$ cat src/rtl/dram_seq_pkg.sv
// Shared constants and types of the dram access and refresh sequencer
package dram_seq_pkg;

  localparam int unsigned CLK_PERIOD_NS = 10;

  // Row strobe held by the controller for one forced refresh
  localparam int unsigned FORCE_REFRESH_NS = 60;
  // Row precharge to be met after a forced refresh
  localparam int unsigned PRECHARGE_NS = 30;

  // Least times round up to whole clock cycles
  localparam int unsigned FORCE_REFRESH_CYCLES = (FORCE_REFRESH_NS + CLK_PERIOD_NS - 1) / CLK_PERIOD_NS;
  localparam int unsigned PRECHARGE_CYCLES = (PRECHARGE_NS + CLK_PERIOD_NS - 1) / CLK_PERIOD_NS;

  localparam logic [3:0] FORCE_LOAD = 4'(FORCE_REFRESH_CYCLES - 1);
  localparam logic [3:0] PRECHARGE_LOAD = 4'(PRECHARGE_CYCLES - 1);

  // Number of pin inputs carried through the synchroniser
  localparam int unsigned SYNC_INPUTS = 9;

  // Values after reset
  localparam logic [2:0] DELAY_RESET = 3'h0;
  localparam logic [3:0] COUNT_RESET = 4'h0;
  // Synchroniser idle levels: strobes and requests high, window clock low
  localparam logic [8:0] SYNC_RESET = 9'h17f;

  // Controller mode select: low keeps the access mode, high the forced refresh mode
  localparam logic MODE_ACCESS = 1'h0;
  localparam logic MODE_FORCED = 1'h1;

  typedef enum logic [3:0] {
    ST_IDLE = 4'h0,
    ST_MEM_T1 = 4'h1,
    ST_MEM_WRITE = 4'h2,
    ST_MEM_READ_WAIT = 4'h3,
    ST_MEM_END = 4'h4,
    ST_HIDDEN = 4'h5,
    ST_FORCE = 4'h6,
    ST_PRECHARGE = 4'h7
  } seq_state_e;

endpackage

$ cat src/rtl/dram_access_refresh_sequencer.sv
// Access, wait and refresh sequencer between a processor bus and a dynamic RAM controller
`timescale 1ns/1ns
`default_nettype none
module dram_access_refresh_sequencer (
  input wire logic clk,
  input wire logic nrst,
  input wire logic chip_select_n,
  input wire logic address_strobe_n,
  input wire logic data_direction_in,
  input wire logic cycle_phase_strobe,
  input wire logic write_wait_req_n,
  input wire logic read_wait_req_n,
  input wire logic refresh_request_in_n,
  input wire logic refresh_window_clock,
  input wire logic output_enable_n,
  output logic row_strobe_request_n,
  output logic access_done_n,
  output logic mode_select,
  output logic bus_cycle_active_n,
  output logic cpu_wait_out_n,
  output logic cpu_wait_oe_n,
  output logic outputs_oe_n
);

  typedef struct packed {
    dram_seq_pkg::seq_state_e st;
    logic ras;
    logic ras_n;
    logic done_n;
    logic mode;
    logic active_n;
    logic seen_t2;
    logic as_prev_n;
    logic is_read;
    logic pend;
    logic wait_n;
    logic wait_oe_n;
    logic out_oe_n;
    logic [2:0] dly;
    logic [3:0] cnt;
  } seq_s;

  seq_s r;
  seq_s next_r;

  logic [dram_seq_pkg::SYNC_INPUTS-1:0] pins;
  logic [dram_seq_pkg::SYNC_INPUTS-1:0] synced;

  logic s_cs_n;
  logic s_as_n;
  logic s_data_direction_in;
  logic s_tso;
  logic s_wwr_n;
  logic s_wrd_n;
  logic s_refresh_request_n;
  logic s_refresh_window_clock;
  logic s_oe_n;
  logic as_fall;

  assign pins = {output_enable_n, refresh_window_clock, refresh_request_in_n, read_wait_req_n,
                 write_wait_req_n, cycle_phase_strobe, data_direction_in, address_strobe_n, chip_select_n};

  // Idle levels: strobes and requests high, window clock low
  pin_sync #(
    .W(dram_seq_pkg::SYNC_INPUTS),
    .INIT(dram_seq_pkg::SYNC_RESET)
  ) u_sync (
    .clk(clk),
    .nrst(nrst),
    .d(pins),
    .q(synced)
  );

  assign s_cs_n = synced[0];
  assign s_as_n = synced[1];
  assign s_data_direction_in = synced[2];
  assign s_tso = synced[3];
  assign s_wwr_n = synced[4];
  assign s_wrd_n = synced[5];
  assign s_refresh_request_n = synced[6];
  assign s_refresh_window_clock = synced[7];
  assign s_oe_n = synced[8];

  assign as_fall = r.as_prev_n && !s_as_n;

  always_comb begin
    next_r = r;
    next_r.as_prev_n = s_as_n;
    next_r.dly = {r.dly[1:0], 1'b0};
    next_r.out_oe_n = s_oe_n;
    next_r.wait_oe_n = s_cs_n;
    if (r.cnt != dram_seq_pkg::COUNT_RESET) begin
      next_r.cnt = r.cnt - 4'h1;
    end

    // Bus cycle tracking for any access in the system
    if (as_fall) begin
      next_r.active_n = 1'b0;
      next_r.seen_t2 = 1'b0;
    end else if (!r.active_n && !s_tso) begin
      next_r.seen_t2 = 1'b1;
    end else if (!r.active_n && r.seen_t2 && s_tso) begin
      next_r.active_n = 1'b1;
      next_r.seen_t2 = 1'b0;
    end

    unique case (r.st)
      dram_seq_pkg::ST_IDLE: begin
        next_r.ras = 1'b0;
        next_r.wait_n = 1'b1;
        if (!s_refresh_request_n) begin
          // No memory access runs here, even inside a long foreign cycle
          next_r.st = dram_seq_pkg::ST_FORCE;
          next_r.mode = dram_seq_pkg::MODE_FORCED;
          next_r.ras = 1'b1;
          next_r.cnt = dram_seq_pkg::FORCE_LOAD;
          next_r.pend = as_fall && !s_cs_n;
          if (as_fall && !s_cs_n) begin
            next_r.wait_n = 1'b0;
          end
        end else if (as_fall && !s_cs_n) begin
          next_r.st = dram_seq_pkg::ST_MEM_T1;
        end else if (!r.active_n && s_cs_n && !s_tso && s_refresh_window_clock && r.done_n) begin
          // Foreign access: the controller refreshes under this row strobe
          next_r.st = dram_seq_pkg::ST_HIDDEN;
          next_r.ras = 1'b1;
          next_r.done_n = 1'b0;
        end
      end
      dram_seq_pkg::ST_MEM_T1: begin
        next_r.is_read = !s_data_direction_in;
        if (!s_tso) begin
          if (!s_data_direction_in) begin
            next_r.ras = 1'b1;
            if (!s_wrd_n) begin
              next_r.wait_n = 1'b0;
              next_r.dly = 3'h1;
              next_r.st = dram_seq_pkg::ST_MEM_READ_WAIT;
            end else begin
              next_r.done_n = 1'b0;
              next_r.st = dram_seq_pkg::ST_MEM_END;
            end
          end else begin
            // Writes hold the row strobe for one delay stage
            next_r.dly = 3'h1;
            next_r.wait_n = s_wwr_n;
            next_r.st = dram_seq_pkg::ST_MEM_WRITE;
          end
        end
      end
      dram_seq_pkg::ST_MEM_WRITE: begin
        if (r.dly[0]) begin
          next_r.ras = 1'b1;
          next_r.wait_n = 1'b1;
          next_r.done_n = 1'b0;
          next_r.st = dram_seq_pkg::ST_MEM_END;
        end
      end
      dram_seq_pkg::ST_MEM_READ_WAIT: begin
        if (r.dly[0]) begin
          next_r.wait_n = 1'b1;
          next_r.done_n = 1'b0;
          next_r.st = dram_seq_pkg::ST_MEM_END;
        end
      end
      dram_seq_pkg::ST_MEM_END, dram_seq_pkg::ST_HIDDEN: begin
        next_r.wait_n = 1'b1;
        if (s_tso) begin
          next_r.ras = 1'b0;
          next_r.done_n = 1'b1;
          next_r.st = dram_seq_pkg::ST_IDLE;
        end
      end
      dram_seq_pkg::ST_FORCE: begin
        if (as_fall && !s_cs_n) begin
          next_r.pend = 1'b1;
          next_r.wait_n = 1'b0;
        end
        if (r.cnt == dram_seq_pkg::COUNT_RESET) begin
          next_r.ras = 1'b0;
          next_r.mode = dram_seq_pkg::MODE_ACCESS;
          next_r.cnt = dram_seq_pkg::PRECHARGE_LOAD;
          next_r.st = dram_seq_pkg::ST_PRECHARGE;
        end
      end
      dram_seq_pkg::ST_PRECHARGE: begin
        if (as_fall && !s_cs_n) begin
          next_r.pend = 1'b1;
          next_r.wait_n = 1'b0;
        end
        if (r.cnt == dram_seq_pkg::COUNT_RESET) begin
          if (r.pend || (as_fall && !s_cs_n)) begin
            // Pending access runs at once, its T2 has already passed
            next_r.ras = 1'b1;
            next_r.wait_n = 1'b1;
            next_r.done_n = 1'b0;
            next_r.pend = 1'b0;
            next_r.is_read = !s_data_direction_in;
            next_r.st = dram_seq_pkg::ST_MEM_END;
          end else begin
            next_r.st = dram_seq_pkg::ST_IDLE;
          end
        end
      end
    endcase

    if (!nrst) begin
      next_r.st = dram_seq_pkg::ST_IDLE;
      next_r.ras = 1'b0;
      next_r.done_n = 1'b1;
      next_r.mode = dram_seq_pkg::MODE_ACCESS;
      next_r.active_n = 1'b1;
      next_r.seen_t2 = 1'b0;
      next_r.as_prev_n = 1'b1;
      next_r.is_read = 1'b0;
      next_r.pend = 1'b0;
      next_r.wait_n = 1'b1;
      next_r.wait_oe_n = 1'b1;
      next_r.out_oe_n = 1'b1;
      next_r.dly = dram_seq_pkg::DELAY_RESET;
      next_r.cnt = dram_seq_pkg::COUNT_RESET;
    end
    // Inverted copy in its own flop so the pin comes straight from a register
    next_r.ras_n = !next_r.ras;
  end

  always_ff @(posedge clk) begin
    r <= next_r;
  end

  assign row_strobe_request_n = r.ras_n;
  assign access_done_n = r.done_n;
  assign mode_select = r.mode;
  assign bus_cycle_active_n = r.active_n;
  assign cpu_wait_out_n = r.wait_n;
  assign cpu_wait_oe_n = r.wait_oe_n;
  assign outputs_oe_n = r.out_oe_n;
endmodule
`default_nettype wire

$ cat src/rtl/pin_sync.sv
// Two flip-flop synchroniser for a group of pin inputs
`timescale 1ns/1ns
`default_nettype none
module pin_sync #(
  parameter int unsigned W = 1,
  parameter logic [W-1:0] INIT = '0
) (
  input wire logic clk,
  input wire logic nrst,
  input wire logic [W-1:0] d,
  output logic [W-1:0] q
);

  typedef struct packed {
    logic [W-1:0] first;
    logic [W-1:0] second;
  } sync_s;

  sync_s r;
  sync_s next_r;

  always_comb begin
    next_r = r;
    next_r.first = d;
    // Only the second stage reads the first
    next_r.second = r.first;
    if (!nrst) begin
      next_r.first = INIT;
      next_r.second = INIT;
    end
  end

  always_ff @(posedge clk) begin
    r <= next_r;
  end

  assign q = r.second;

endmodule
`default_nettype wire
$ cat config.mk
export PLATFORM = sky130hd
export DESIGN_NAME = dram_access_refresh_sequencer
export DESIGN_NICKNAME = d
export VERILOG_FILES = /design/src/rtl/dram_seq_pkg.sv /design/src/rtl/dram_access_refresh_sequencer.sv /design/src/rtl/pin_sync.sv
export SDC_FILE = /design/constraint.sdc
export NUM_CORES = 1
export LEC_CHECK = 0
export BUFFER_PORTS_ARGS = -buffer_cell sky130_fd_sc_hd__buf_2
export CAP_MARGIN = 0
export CORE_ASPECT_RATIO = 0.6
export CORE_MARGIN = 2
export CORE_UTILIZATION = 55
export CTS_BUF_LIST = sky130_fd_sc_hd__clkbuf_2 sky130_fd_sc_hd__clkbuf_4 sky130_fd_sc_hd__clkbuf_8
export DETAILED_ROUTE_END_ITERATION = 8
export PLACE_DENSITY = 0.85
export SLEW_MARGIN = 0
export SYNTH_ARGS = -nofsm -noshare
export SYNTH_HDL_FRONTEND = slang
export SYNTH_HIERARCHICAL = 1
export SYNTH_SLANG_ARGS = --single-unit
$ cat constraint.sdc
create_clock -name clk -period 1.9 [get_ports clk]
set_input_delay 0 -clock clk [delete_from_list [all_inputs] [get_ports clk]]
set_output_delay 0 -clock clk [all_outputs]
set_load 0.01 [all_outputs]
### Word-level counts from Yosys, hierarchy flattened

Index checks and enable logic that the tools add are counted.

* bits in registers: 38
* bits in latches: 0
* memory bits (writable): 0
* ROM bits: 0
* bits of input ports: 11
* logic and storage cells: 129
* memories kept: 0

* add/sub/neg operators: 1
* multipliers: 0
* divide/modulo/power cells: 0
* magnitude comparators: 0
* eq/ne operators: 24
* shift operators: 0
* muxes and demuxes: 53
* bitwise gates (word level): 2
* reductions and logical operators: 33

Operators with widths (count)
* 5-bit two-way mux: 7
* 4-bit case mux with 7 select lines: 1
* 1-bit two-way mux: 23
* 2-bit != test, second input constant: 11
* 4-bit two-way mux: 5
* 4-bit by 3-bit equality test with 1-bit output, second input constant: 4
* 2-bit two-way mux: 8
* 1-bit case mux with 6 select lines: 2
* 11-bit AND reduction: 1
* 1-bit logical AND: 9
* 3-bit two-way mux: 3
* 4-bit by 2-bit equality test with 1-bit output, second input constant: 2
* 4-bit logical NOT: 2
* 2-bit by 1-bit != test with 1-bit output, second input constant: 4
* 4-bit case mux with 2 select lines: 1
* 7-bit AND reduction: 1
* 3-bit AND reduction: 2
* 2-bit nonzero test: 3
* 2-bit OR reduction: 3
* 1-bit logical NOT: 5
* 1-bit case mux with 5 select lines: 1
* 5-bit nonzero test: 1
* 4-bit by 1-bit equality test with 1-bit output, second input constant: 1
* 4-bit != test, second input constant: 1
* 10 further kinds: 12

### Depth between registers and ports, before layout

Gate-level depths: netlist (run 1).

* depth after elaboration: 11
* depth in mapped cells: 8

### Hierarchy

Netlist (run 1), hierarchy kept.

By module, submodules not included
* dram_access_refresh_sequencer: times used 1, cells each 138, area each 1091.0 um^2, seq. area each 380.4 um^2
* pin_sync: times used 1, cells each 46, area each 555.5 um^2, seq. area each 360.3 um^2

### Least setup slack after synthesis (run 1)

No wires, ideal clock.

* kind: register to register
* start point: register r[0] (netlist name)
* end point: register r[0] (netlist name)
* data arrival time: 1.530 ns
* setup slack: 0.297 ns
* cell stages (with the launch flop): 9
* path buffers: 0
* cell sequence: dfxtp_1 inv_1 ha_1 nor3b_2 inv_1 ha_1 o21ai_0 o21ai_0 a21oi_1

* word-level cells in the longest chain between the ends: 4

RTL lines
* start, declared: line dram_access_refresh_sequencer.sv:43 `seq_s r;`
* start signal, assigned: line dram_access_refresh_sequencer.sv:228 `r <= next_r;`
* 4-bit by 1-bit subtractor with 4-bit output or 4-bit nonzero test (tied branches): line dram_access_refresh_sequencer.sv:93, dram_access_refresh_sequencer.sv:92
* 4-bit two-way mux: line dram_access_refresh_sequencer.sv:92 `if (r.cnt != dram_seq_pkg::COUNT_RESET) begin`
* 4-bit two-way mux, on equally long branches: line dram_access_refresh_sequencer.sv:179, dram_access_refresh_sequencer.sv:111
* 4-bit case mux with 2 select lines (*): line dram_access_refresh_sequencer.sv:107 `unique case (r.st)`

Mark *: on every way between the ends. The rest lies on a longest branch, timed or not.
A chain may end at the register's enable or synchronous reset.

### Worst setup path after layout (run 1)

* start point: register r[21] (netlist name)
* end point: register r[21] (netlist name)

* word-level cells in the longest chain between the ends: 4

RTL lines (line)
* 4-bit by 3-bit equality test with 1-bit output: dram_access_refresh_sequencer.sv:107
* 2-bit OR reduction: dram_access_refresh_sequencer.sv:107
* 2-bit by 1-bit != test with 1-bit output (no line)
* 7-bit AND reduction (no line)

Parallel ways exist; a longest one is shown, timed or not.

==> results of run 1 <==
worst min path at each step:
stage,to,slack [ns],cells after the start
finish,r[2]$_SDFF_PN0_,0.13,3
global route,r[0]$_SDFF_PN0_,0.13,3
CTS,r[2]$_SDFF_PN0_,0.11,3
detailed placement,u_sync/r[15]$_SDFF_PN1_,0.18,2
global placement,u_sync/r[14]$_SDFF_PN1_,0.18,2
floorplan,u_sync/r[15]$_SDFF_PN1_,0.1,1
repair_timing:
item                       in CTS  in global routing
setup endpoints to repair       1                  3
hold endpoints to repair        9                  0
hold buffers                    9                  0
resized for setup               1                  3
buffers inserted                0                  2
synth_stat cells (2+ instances only):
library cell	count
or2b_1	8
nand3_1	2
nand2b_1	14
a21o_1	2
a31oi_1	2
buf_4	11
o21a_1	2
dfxtp_1	37
nand2_1	4
clkbuf_1	8
a21oi_1	16
and2_1	3
ha_1	2
nor2b_1	6
or3_1	2
o21ai_0	10
nor2_1	10
or4_1	2
inv_1	9
nor3_1	6
layout make-up:
class / instances / area [um2]
Timing Repair Buffer: 33 / 227.7
Inverter: 10 / 37.54
Multi-Input combinational cell: 117 / 764.5
Clock inverter: 2 / 10.01
Tap cell: 42 / 52.55
Clock buffer: 6 / 76.32
Fill cell: 225 / 943.4
Sequential cell: 37 / 740.7
cell usage in the layout (no fill, tap or decap), types with 3 or more instances in the layout:
master	instances
nor2_1	10
dfxtp_1	37
nor3_1	6
or2b_1	8
nor2b_1	6
o21ai_0	10
buf_2	17
and2_1	3
inv_1	8
clkbuf_8	5
nand2_1	4
buf_4	7
a21oi_1	16
dlygate4sd3_1	9
nand2b_1	14
power by group:
group	total, W	switching (W)	internal [W]
logic	0.000959	0.000497	0.000463
clock network	0.000548	0.000279	0.000268
registers	0.00102	0.000138	0.000881
total	0.00253	0.000913	0.00161
kinds of logic (layout without fill, tap and decap cells):
group                      Yosys count  after routing  share of synthesized area (%)
AOI/OAI and AO/OA                   48             48                          19.15
DFF                                 37             37                          44.98
adders and majority gates            2              2                          1.520
and+or+nand+nor                     67             67                          24.93
buffers and inverters               30             51                          9.422
registers in the layout (all words and copies together), names as in the netlist:
signal / count
r: 12
u_sync/q: 9
u_sync/r: 9
access_done_n: 1
bus_cycle_active_n: 1
cpu_wait_oe_n: 1
cpu_wait_out_n: 1
mode_select: 1
outputs_oe_n: 1
row_strobe_request_n: 1
metal layers:
metal  track usage, %  wire, um  vias to the layer above  part of all wire, %
met3            7.002       392                       15                   11
li1                 -         -                      668                    -
met4            8.571        83                        0                  2.3
met2            39.12      1682                       91                   46
met5                0         0                        -                    0
met1            30.93      1509                      642                   41
metrics by stage:
stage          area [um2]  hold WS, ns  total power [W]
4_1_cts              1887       0.1136         0.002426
2_1_floorplan        1647      0.09639         0.001646
5_1_grt              1909       0.1343         0.002669
6_report             1909       0.1272         0.002526
3_5_place_dp         1704       0.1813         0.001849
3_3_place_gp         1704       0.1790         0.001805
worst max-delay path, stage by stage (launching register included):
cell and delay (ns):
dfxtp_1 0.64, and2_1 0.37, nand3_2 0.15, o221a_2 0.32, a211oi_1 0.25
==> flow_results.org, run 1 <==
** Run status
- Outcome :: finished clean

** Min path
- Startpoint of the lowest-slack hold path :: nrst
- In this run the worst hold path is classified as in -> reg.

** Critical path
- Counting cells, the worst reg-to-reg path comes to 4.
- The startpoint identified for the worst register-to-register timing path is r[21]$_SDFFE_PN0P_.
- The critical path starts at r[21]$_SDFFE_PN0P_.
- STA classifies the critical path endpoint as a register.
- Worst R2R End :: r[21]$_SDFFE_PN0P_
- Data on the critical path is required at its endpoint by 2.09 ns.
- Data arrives at the worst endpoint at slightly above 2 ns.
- Along the worst path, the maximum fanout reaches 15.
- The most critical setup path has its endpoint at r[21]$_SDFFE_PN0P_.
- The worst setup path is launched from a register.
- Path type of the worst setup path :: reg -> reg
- For flop-to-flop paths, the worst setup slack is 0.07 ns.

** Detailed routing
- Wire per inst :: 14.85 um
- Via-to-Cell Ratio :: about 5.7
- DRC marker count from the first detailed-route iteration :: between 100 and 150
- Number of nets with antenna violations after detailed routing :: 0
- Final WL :: 3667 um
- Detailed-route via count :: 1,416
- After detailed routing, the number of remaining DRC violations is 0.
- The first detailed-routing pass ran for 7 iterations.

** Yosys
- Counting every instance in the synthesized netlist gives 184.
- Proportion of netlist area held by the largest area contributor :: around 45%
- Post-synth cell types :: 48
- Net count after synthesis :: 197
- The synthesized netlist occupies a cell area of between 0.0015 and 0.002 mm2.
- In the synthesized netlist the dominant register cell turns out to be dfxtp_1.
- Of the synthesized area, sequential elements account for roughly 45%.
- Synthesized flop and latch total :: 37
- Cell type contributing the most total cell area after synthesis :: dfxtp_1
- Yosys synthesis warning count :: 6
- Number of synthesized flops with an enable pin :: 0
- Averaged over all synthesized cells, the footprint is 8.949 um2.
- After synthesis, the cell types taking the most area are dfxtp_1 (45%), nand2b_1 (5.3%), buf_4 (5.0%).
- In the synthesized netlist the async set-or-reset flop fraction comes to 0%.

** Global route
- All-Layer GR Usage :: 24.07%
- Global-route wire length before repair :: 5940 um
- Summed over all layers, the global routing overflow is 0.
- The number of global-route vias before repair was around 1,300.
- Antenna violations before repair :: 0
- Entering global routing, the biggest net connects 27 pins.

** Floorplanning
- Floorplan die area :: 0.003462 mm2
- The initial utilization of the core area, before any placement, comes to around 58%.
- Measured along the x axis, the die boundary spans approximately 75 um.
- The die is 46.38 um tall.
- Site row count :: 15
- Pin placement for this block handled 18 I/O pins.
- The core region is 0.002853 mm2.

** Placement
- Post-detailed-placement half-perimeter wirelength :: 2282 um
- In this run, placement finished with an instance count of between 200 and 250.
- Buffers placed on the I/O ports in this run total 17.
- Gpl congestion :: between 0.9 and 1
- Prior to clock tree synthesis, the placed netlist has a worst setup slack of ~0.045 ns.

** Power and ir drop
- In this run the power density over the cells is 1323 mW/mm2.
- IR analysis of the VDD net gives a maximum drop of around 0.7 mV.
- Summed over all cells, the static leakage comes to 0.7605 nW.

** Clock network
- Latest clock arrival within the worst-skew pair :: about 0.29 ns
- Counting the buffers created by CTS gives 5.
- After clock tree synthesis, the clock-pin slew on the worst setup and hold paths is 0.07 ns.
- TritonCTS clock tree :: done
- Count of clock tree sinks :: 37
- The root buffer cell chosen for the clock tree is clkbuf_8.
- CTS Buffer Depth :: 2
- The H-tree generated during clock tree synthesis spans 2 levels.

** STA
- Peak Freq :: 0.5456 GHz
- Transition time at the pin with the least slew margin :: 0.5076 ns
- Setup repair after global routing left no endpoint under its margin.
- Worst slew margin :: between 60% and 70%
- The max-slew violation count was 0.
- Setup slack after layout :: around 0.067 ns
- Setup violations remaining at the end of the flow were counted as 0.
- Total Neg Setup Slack :: 0 ns
- Between clock sinks in the finished design, the worst skew comes to between 0.002 and 0.0025 ns.
- The total count of hold-check failures in the final report was 0.
- Of the available clock period, the critical path in the final layout requires a little over nine tenths.
- For the finished layout, the period the worst path requires is between 1.5 and 2 ns.

** Layout
- Number of nets in the final layout :: 217
- Post-Route Utilization :: approximately two thirds
- 0 antenna diodes ended up in the layout.
- Layout Area Growth over Synthesis :: 15.96%
- Proportion of layout cells with a drive suffix above 1 :: 18.54%
- Non-filler cells in the finished layout :: 247

** Flow run
- Max-cap violations in this run came to 0.
(Power assumes the default switching activity.)
==> run 2, diff against run 1 <==
--- a/config.mk
+++ b/config.mk
@@ -12,9 +12,8 @@
 export CORE_UTILIZATION = 55
 export CTS_BUF_LIST = sky130_fd_sc_hd__clkbuf_2 sky130_fd_sc_hd__clkbuf_4 sky130_fd_sc_hd__clkbuf_8
 export DETAILED_ROUTE_END_ITERATION = 8
-export PLACE_DENSITY = 0.85
+export PLACE_DENSITY = 0.86
 export SLEW_MARGIN = 0
 export SYNTH_ARGS = -nofsm -noshare
 export SYNTH_HDL_FRONTEND = slang
-export SYNTH_HIERARCHICAL = 1
 export SYNTH_SLANG_ARGS = --single-unit
==> flow_results.org, run 2 <==
** Yosys
- Average instance area after synthesis :: 9.443 um2
- Yosys mapped the design onto 46 distinct sky130hd cell types.
- Synthesis produced a netlist with a net count of 183.
- Dominant synthesized flop cell :: dfxtp_1
- Proportion of netlist area held by the largest area contributor :: 46.14%
- By count the netlist is led by dfxtp_1 (37), nand2b_1 (23), a21oi_1 (16).
- Cells taking the most area after synthesis :: dfxtp_1 (46%), nand2b_1 (9.0%), a21oi_1 (5.0%)
- Synthesized flop and latch total :: 37
- The mapped netlist covers roughly 0.0016 mm2.
- Sequential share of the synthesized area :: 46.14%
- The largest total area in the synthesized netlist belongs to dfxtp_1.
- Counting flops with a built-in enable in the synthesized netlist gives 0.
- Most frequently used cell type in the post-synthesis netlist :: dfxtp_1
- Yosys printed 0 warnings.
- Synthesis produced a netlist whose cell count is 170.
- Counting flops with an async set or reset pin after synthesis yields a share of 0%.

** Detailed routing
- The first TritonRoute pass finished after 5 iterations.
- Dividing the detail-routed via count by the number of cells gives 5.879.
- Dividing the detail-routed wire length by the instance count gives 15.21 um.
- DRC marker count from the first detailed-route iteration :: 183
- Final WL :: 3651 um
- In the routed design, unresolved DRC markers number 0.
- Summing over every cut layer, the via total after detailed routing is approximately 1,400.
- Number of nets with antenna violations after detailed routing :: 0

** Power and ir drop
- IR analysis of the VDD net gives a maximum drop of 0.6404 mV.
- Net switching is between 30% and 40% of the power.
- In this run the static leakage power is 0.7493 nW.
- Part of the total power dissipated in sequential elements :: 40.7%
- Gate power share :: 35.5%
- Power per standard cell area :: 1273 mW/mm2
- Overall power :: 0.002454 W
- Internal power comes to 0.001571 W.
- Clock share of power :: a little under a quarter
- In this run the power spent charging and discharging nets is 0.0008826 W.

** Min path
- Startpoint of the lowest-slack hold path :: nrst
- The worst hold path belongs to the class in -> reg.
- The worst hold path terminates at u_sync.r[9]$_SDFF_PN1_.
- Instance count along the most critical hold path :: 2

** Critical path
- Counting cells, the worst reg-to-reg path comes to 8.
- The worst setup path is launched from a register.
- The number of buffers and inverters on the critical path is 2.
- Critical path fanouts, max :: 6
- Endpoint kind of the worst setup timing path :: register
- The worst register-to-register path ends at access_done_n$_SDFFE_PN1P_.
- Register-to-register setup slack :: 0.09 ns
- Slowest cell on the critical path :: a2111oi_1
- The setup path with the least slack is of type reg -> reg.
- Required @ worst endpoint :: between 2 and 2.5 ns
- Broken down by cell family, the worst path's largest delay share belongs to compound AO/OA/AOI/OAI gates.
- In this run the critical register-to-register path is launched from r[0]$_SDFF_PN0_.
- Cell chain of the critical path :: inv_1 > ha_2 > nor3b_4 > inv_2 > a2bb2oi_1 > o211ai_1 > a2111oi_1 > o22ai_1
- At the worst endpoint, the arrival time is approximately 2.0 ns.
- For this run, the slowest stage of the critical path takes 0.35 ns.

** Global route
- GRT overflow :: 0
- Vias in the first global route :: 1,269
- The initial antenna violation count was 0.
- Entering global routing, the biggest net connects 16 pins.
- Global-route wire length before repair :: 5989 um
- Global routing consumed, over all layers together, 24.84% of the routing resources.

** Placement
- Placed inst area :: roughly 0.0017 mm2
- Including well taps, the total number of placed cells is 222.
- Gpl congestion :: between 1 and 1.5
- Port buffering added 17 buffers.
- Post-detailed-placement half-perimeter wirelength :: 2585 um

** STA
- Transition time at the pin with the least slew margin :: 0.4518 ns
- The total count of hold-check failures in the final report came to 0.
- The max-slew violation count is 0.
- The worst path in the final design needs a cycle of 1.812 ns, including I/O delays and setup.
- Final cycle utilization of the critical path :: 95.35%
- Total of endpoints with negative setup slack in the final report :: 0
- Worst slew margin :: between 60% and 70%
- Peak Freq :: 0.5520 GHz
- RSZ-0062 raised after global routing :: yes
- Worst Clk Skew :: 0.003673 ns

** Layout
- The register with the most flip-flops in the layout has 12 of them.
- Non-filler cells in the finished layout :: 240
- Area of all placed cells without fillers :: 0.001927 mm2
- Number of fillers in the final layout :: 216
- Commonest cells after routing, fill and taps aside :: dfxtp_1 (37), nand2b_1 (23), buf_2 (17), a21oi_1 (16), buf_4 (11)
- Number of nets in the final layout :: 218
- 0 antenna diodes ended up in the layout.
- Compared with the post-synthesis result, the final layout area differs by 20.03%.
- Most common cell after layout, fill and taps aside :: dfxtp_1
- In the final layout, the share of cells above drive strength 1 is 22.33%.
- Largest register by flop count :: r

** Clock network
- Total CTS buffers :: 5
- TritonCTS clock tree :: done
- For this design, the sink count on the clock tree is 37.
- CTS Buffer Depth :: 2
- Clock tree root buffer cell :: clkbuf_8
- The H-tree generated during clock tree synthesis spans 2 levels.
- Latest clock arrival within the worst-skew pair :: about 0.29 ns
- After clock tree synthesis, the clock-pin slew on the worst setup and hold paths is 0.08 ns.

** Floorplanning
- Floorplan die area :: 0.003381 mm2
- In this run the horizontal extent of the chip is 73.75 um.
- Once the floorplan was initialized, standard cells occupied 57.02% of the core.
- The total area inside the core boundary comes to 0.002815 mm2.
- The die is 45.85 um tall.
- Count of boundary I/O pins :: 18
- Site row count :: 15

** Flow run
- Max Cap Viol :: 0

** Run status
- The run finished with clean final reports.
-- run 2: through the flow --
step | hold slack, ns | util, % | worst slack, ns | setup TNS (ns)
floorplan | 0.07304 | - | 0.2275 | 0
global placement | 0.1798 | 61.42 | 0.1502 | 0
detailed placement | 0.1830 | 61.42 | 0.003878 | 0
CTS | 0.01472 | 68.31 | 0.05815 | 0
global route | 0.02684 | 68.44 | -0.02427 | -0.03840
finish | 0.01800 | 68.44 | 0.08840 | 0
-- run 2: worst max path at each step --
stage / depth (start not counted) / startpoint / endpoint / slack [ns]
global placement: 8 / r[0]$_SDFF_PN0_ / access_done_n$_SDFFE_PN1P_ / 0.15
floorplan: 8 / r[0]$_SDFF_PN0_ / access_done_n$_SDFFE_PN1P_ / 0.23
CTS: 8 / r[0]$_SDFF_PN0_ / access_done_n$_SDFFE_PN1P_ / 0.06
finish: 8 / r[0]$_SDFF_PN0_ / access_done_n$_SDFFE_PN1P_ / 0.09
detailed placement: 8 / r[0]$_SDFF_PN0_ / access_done_n$_SDFFE_PN1P_ / 0.004
global route: 8 / r[0]$_SDFF_PN0_ / access_done_n$_SDFFE_PN1P_ / -0.02
-- run 2: worst reg2reg max path, cell delays in order (launching register included) --
cell and delay (ns):
dfxtp_1 0.32, inv_1 0.08, ha_2 0.21, nor3b_4 0.25
inv_2 0.11, a2bb2oi_1 0.18, o211ai_1 0.10, a2111oi_1 0.35
o22ai_1 0.11
-- run 2: logic make-up after synthesis --
group,share of synthesized area (%)
fa+ha+maj,1.559
mux,0.7014
flops,46.14
buf+inv,6.546
simple gates,26.35
compound gates,18.71
-- run 2: layer usage --
metal	wire length, um	GRT usage (%)	vias up
met1	1534	32.61	627
met3	414	7.965	16
met5	0	0	-
met2	1585	36.07	97
li1	-	-	671
met4	117	14.55	0
-- run 2: repair_timing --
item                       in CTS  in global routing
hold buffers                    9                  0
pin swaps                       0                  2
buffers inserted                1                  0
gates resized for setup         0                  2
setup endpoints to repair       1                  5
hold endpoints to repair        9                  0
-- run 2: cell type report --
type | instances | area, um2 | share of cell area, %
multi-input cells | 117 | 763.2 | 39.61
flip-flops and latches | 37 | 740.7 | 38.44
repair buffers | 37 | 257.7 | 13.38
clock buffers | 6 | 82.58 | 4.286
well taps | 34 | 42.54 | 2.208
inverters | 7 | 26.28 | 1.364
clock inverters | 2 | 13.76 | 0.7143
-- run 2: power by group through the flow --
stage / logic (W) / registers [W] / clock network (W)
finish: 0.000870 / 0.00100 / 0.000584
global route: 0.000963 / 0.00101 / 0.000622
CTS: 0.000847 / 0.000993 / 0.000587
detailed placement: 0.000799 / 0.00101 / 0
global placement: 0.000762 / 0.00100 / 0
floorplan: 0.000650 / 0.000958 / 0
==> run 3, diff against run 2 <==
--- a/config.mk
+++ b/config.mk
@@ -5,6 +5,7 @@
 export SDC_FILE = /design/constraint.sdc
 export NUM_CORES = 1
 export LEC_CHECK = 0
+export ABC_AREA = 1
 export BUFFER_PORTS_ARGS = -buffer_cell sky130_fd_sc_hd__buf_2
 export CAP_MARGIN = 0
 export CORE_ASPECT_RATIO = 0.6
@@ -12,7 +13,9 @@
 export CORE_UTILIZATION = 55
 export CTS_BUF_LIST = sky130_fd_sc_hd__clkbuf_2 sky130_fd_sc_hd__clkbuf_4 sky130_fd_sc_hd__clkbuf_8
 export DETAILED_ROUTE_END_ITERATION = 8
+export HOLD_SLACK_MARGIN = 0.12
 export PLACE_DENSITY = 0.86
+export REMOVE_ABC_BUFFERS = 1
 export SLEW_MARGIN = 0
 export SYNTH_ARGS = -nofsm -noshare
 export SYNTH_HDL_FRONTEND = slang
==> flow_results.org, run 3 <==
** STA
- In the finished design, the share of the clock period the worst path needs comes to a little over four fifths.
- Worst slew margin :: 51.08%
- RSZ-0062 raised after global routing :: no
- Count of final max-slew check failures :: 0
- Min cycle time layout :: 1.585 ns
- Final hold violation count :: 0
- Worst Clk Skew :: 0.005959 ns
- For the final routed database, the setup TNS stands at 0 ns.
- Peak Freq :: approximately 0.63 GHz
- Worst hold-check slack :: 0.4150 ns
- Transition time at the pin with the least slew margin :: around 0.73 ns
- Total of endpoints with negative setup slack in the final report :: 0
- Setup slack on the critical path of the routed design comes to 0.3151 ns.

** Yosys
- Yosys printed 0 warnings.
- Counting distinct cell types in the post-synthesis netlist gives 25.
- The synthesized design contains 0 enable-type register cells.
- Ranked by total cell area, the synthesized netlist is headed by dfxtp_1 (47%), nand2_1 (11%), or2_2 (6.7%).
- Dividing the synthesized area by the synthesized cell count gives 7.454 um2.
- By instance count, the leading cell after synthesis is nand2_1.
- After technology mapping, the gate count stands at between 200 and 250.
- Dominant synthesized flop cell :: dfxtp_1
- Most frequent cells after synthesis :: nand2_1 (46), dfxtp_1 (37), inv_1 (27)
- Sequential elements use 46.65% of the synthesized area.
- Post-synthesis cell area :: 0.001588 mm2
- Synthesized flop and latch total :: 37
- Cell type contributing the most total cell area after synthesis :: dfxtp_1
- The share of synthesized area in the top cell type comes to 46.65%.
- Synth async-reset ratio :: 0%

** Critical path
- The slowest stage of the critical path belongs to the cell dfxtp_1.
- The worst setup path is captured at a register.
- The critical path is of the reg -> reg type.
- Worst path max stage delay :: 0.51 ns
- For the worst setup path, the data arrival time is ~1.8 ns.
- The startpoint identified for the worst register-to-register timing path is r[20]$_SDFFE_PN0P_.
- Startpoint Class :: register
- In this run the worst setup path begins at r[20]$_SDFFE_PN0P_.
- CP most frequent cell :: nand3_1
- Traced cell by cell, the critical path runs through inv_1 > nand3_1 > nand2_1 > nor2_1 > nand3_1 > nand2_1 > nand3_1.
- Required @ worst endpoint :: approximately 2.1 ns
- Critical path fanouts, max :: 10

** Global route
- Entering global routing, the biggest net connects 27 pins.
- The initial antenna violation count came to 0.
- GRT overflow :: 0
- The number of global-route vias before repair came to 1,329.
- In the global route stage, overall resource usage came out at 24.47%.
- Global-route wire length before repair :: 5940 um

** Layout
- 0 antenna diodes ended up in the layout.
- Layout Area Growth over Synthesis :: 19.23%
- The register with the most flip-flops in the layout has 12 of them.
- Proportion of layout cells with a drive suffix above 1 :: 22.13%
- Most common cell after layout, fill and taps aside :: nand2_1
- At the end of the flow, the number of nets in the layout was between 200 and 300.
- The library cells used most frequently in the layout, excluding fill and tap cells, are nand2_1 (46), dfxtp_1 (37), inv_1 (27), nor2_1 (20).
- Largest register by flop count :: r

** Floorplanning
- Starting utilization of the core area :: 56.40%
- Horizontal die dimension :: 73.37 um
- Floorplan die area :: between 0.003 and 0.004 mm2
- The total area inside the core boundary comes to roughly 0.0028 mm2.
- Site row count :: 15
- Die span in y :: 45.62 um
- 18 I/O pins were placed.

** Placement
- Setup Slack @ Placement :: 0.3746 ns
- At the end of routability-driven placement, the weighted congestion stood at between 0.9 and 1.
- Number of I/O port buffers :: 17
- Summed over all nets, the half-perimeter wirelength after detailed placement is between 2000 and 2500 um.

** Detailed routing
- Routed signal wires occupy layers up through met4.
- DRC marker count from the first detailed-route iteration :: 111
- The routed design has 3604 um of wire.
- Via-to-Cell Ratio :: 5.112
- Met3 wire len :: between 200 and 300 um
- In the final routing, the length of wire on met1 measures 1719 um.
- Detailed-route via count :: 1,421
- Met2 routed WL :: 1574 um
- In the final routed layout, each cell accounts on average for 12.96 um.
- # DRC :: 0
- Number of nets with antenna violations after detailed routing :: 0
- Iteration count of the initial detailed-routing pass :: 4

** Run status
- The run finished with clean final reports.

** Power and ir drop
- Power per standard cell area :: 1050 mW/mm2
- Worst ir drop on vdd :: 0.6807 mV
- Power comes to 0.001988 W.
- In this run the static leakage power is about 0.95 nW.

** Min path
- Startpoint of the lowest-slack hold path :: u_sync.r[10]$_SDFF_PN1_
- The path class of the tightest hold or removal check is reg -> reg.

** Clock network
- Clock-pin slew on the worst setup and hold paths :: 0.08 ns
- TritonCTS built the clock tree.
- Clock tree root buffer cell :: clkbuf_8
- Total CTS buffers :: 5
- Clock tree synthesis found a total of 37 sinks.
- The H-tree was split into 2 levels.
- CTS Buffer Depth :: 2
- Clock latency on the worst-skew pair, taken at its later pin, is between 0.2 and 0.3 ns.

** Flow run
- Max Cap Viol :: 0
==> run 3: worst max-delay path: cells and delay by family (launching register included) <==
family / cells / cell delay, ns
AND/OR/NAND/NOR: 6 / 0.79
flip-flops: 1 / 0.51
buffers and inverters: 1 / 0.16
==> run 3: through the flow <==
| stage | std cells | utilization [%] | instance area, um2 |
|---|---|---|---|
| 6_report | 278 | 67.24 | 1893 |
| 5_1_grt | 278 | 67.24 | 1893 |
| 4_1_cts | 278 | 67.24 | 1893 |
| 3_5_place_dp | 259 | 60.09 | 1692 |
| 3_3_place_gp | 259 | 60.09 | 1692 |
| 2_1_floorplan | 208 | - | 1564 |
==> run 3: logic make-up (layout without fill, tap and decap cells) <==
family / Yosys count / count (layout) / synth area share, %
flops: 37 / 37 / 46.65
simple gates: 114 / 114 / 33.81
compound gates: 28 / 28 / 10.09
buf+inv: 32 / 63 / 7.880
fa+ha+maj: 2 / 2 / 1.576
==> run 3: per-layer routing <==
layer / global-route usage (%) / up-vias
met3: 7.080 / 7
met1: 33.11 / 632
met2: 38.02 / 53
met5: 0 / -
li1: - / 729
met4: 8.364 / 0
==> run 3: final cells by class <==
class | count | area [um2]
Clock inverter | 3 | 22.52
Sequential cell | 37 | 740.7
Fill cell | 230 | 922.1
Multi-Input combinational cell | 144 | 721.9
Timing Repair Buffer | 28 | 195.2
Clock buffer | 5 | 68.82
Inverter | 27 | 101.3
Tap cell | 34 | 42.54
==> run 3: final timing paths <==
| check | to | slack, ns | cells after the start |
|---|---|---|---|
| worst min-delay path | u_sync.q[1]$_SDFF_PN1_ | 0.41 | 1 |
| worst min register to register | u_sync.q[1]$_SDFF_PN1_ | 0.41 | 1 |
| worst max register to register | access_done_n$_SDFFE_PN1P_ | 0.32 | 7 |
| worst max-delay path | access_done_n$_SDFFE_PN1P_ | 0.32 | 7 |
==> run 3: power breakdown <==
group          total, W  internal (W)  switching [W]
clock          0.000556      0.000260       0.000297
combinational  0.000504      0.000205       0.000299
sequential     0.000927      0.000860      0.0000673
==> run 3: what timing repair did <==
action,4_1_cts,5_1_grt
endpoints found under the setup margin,0,0
gates resized for setup,0,0
hold endpoints to repair,17,0
hold buffers,11,0
buffers inserted,0,0
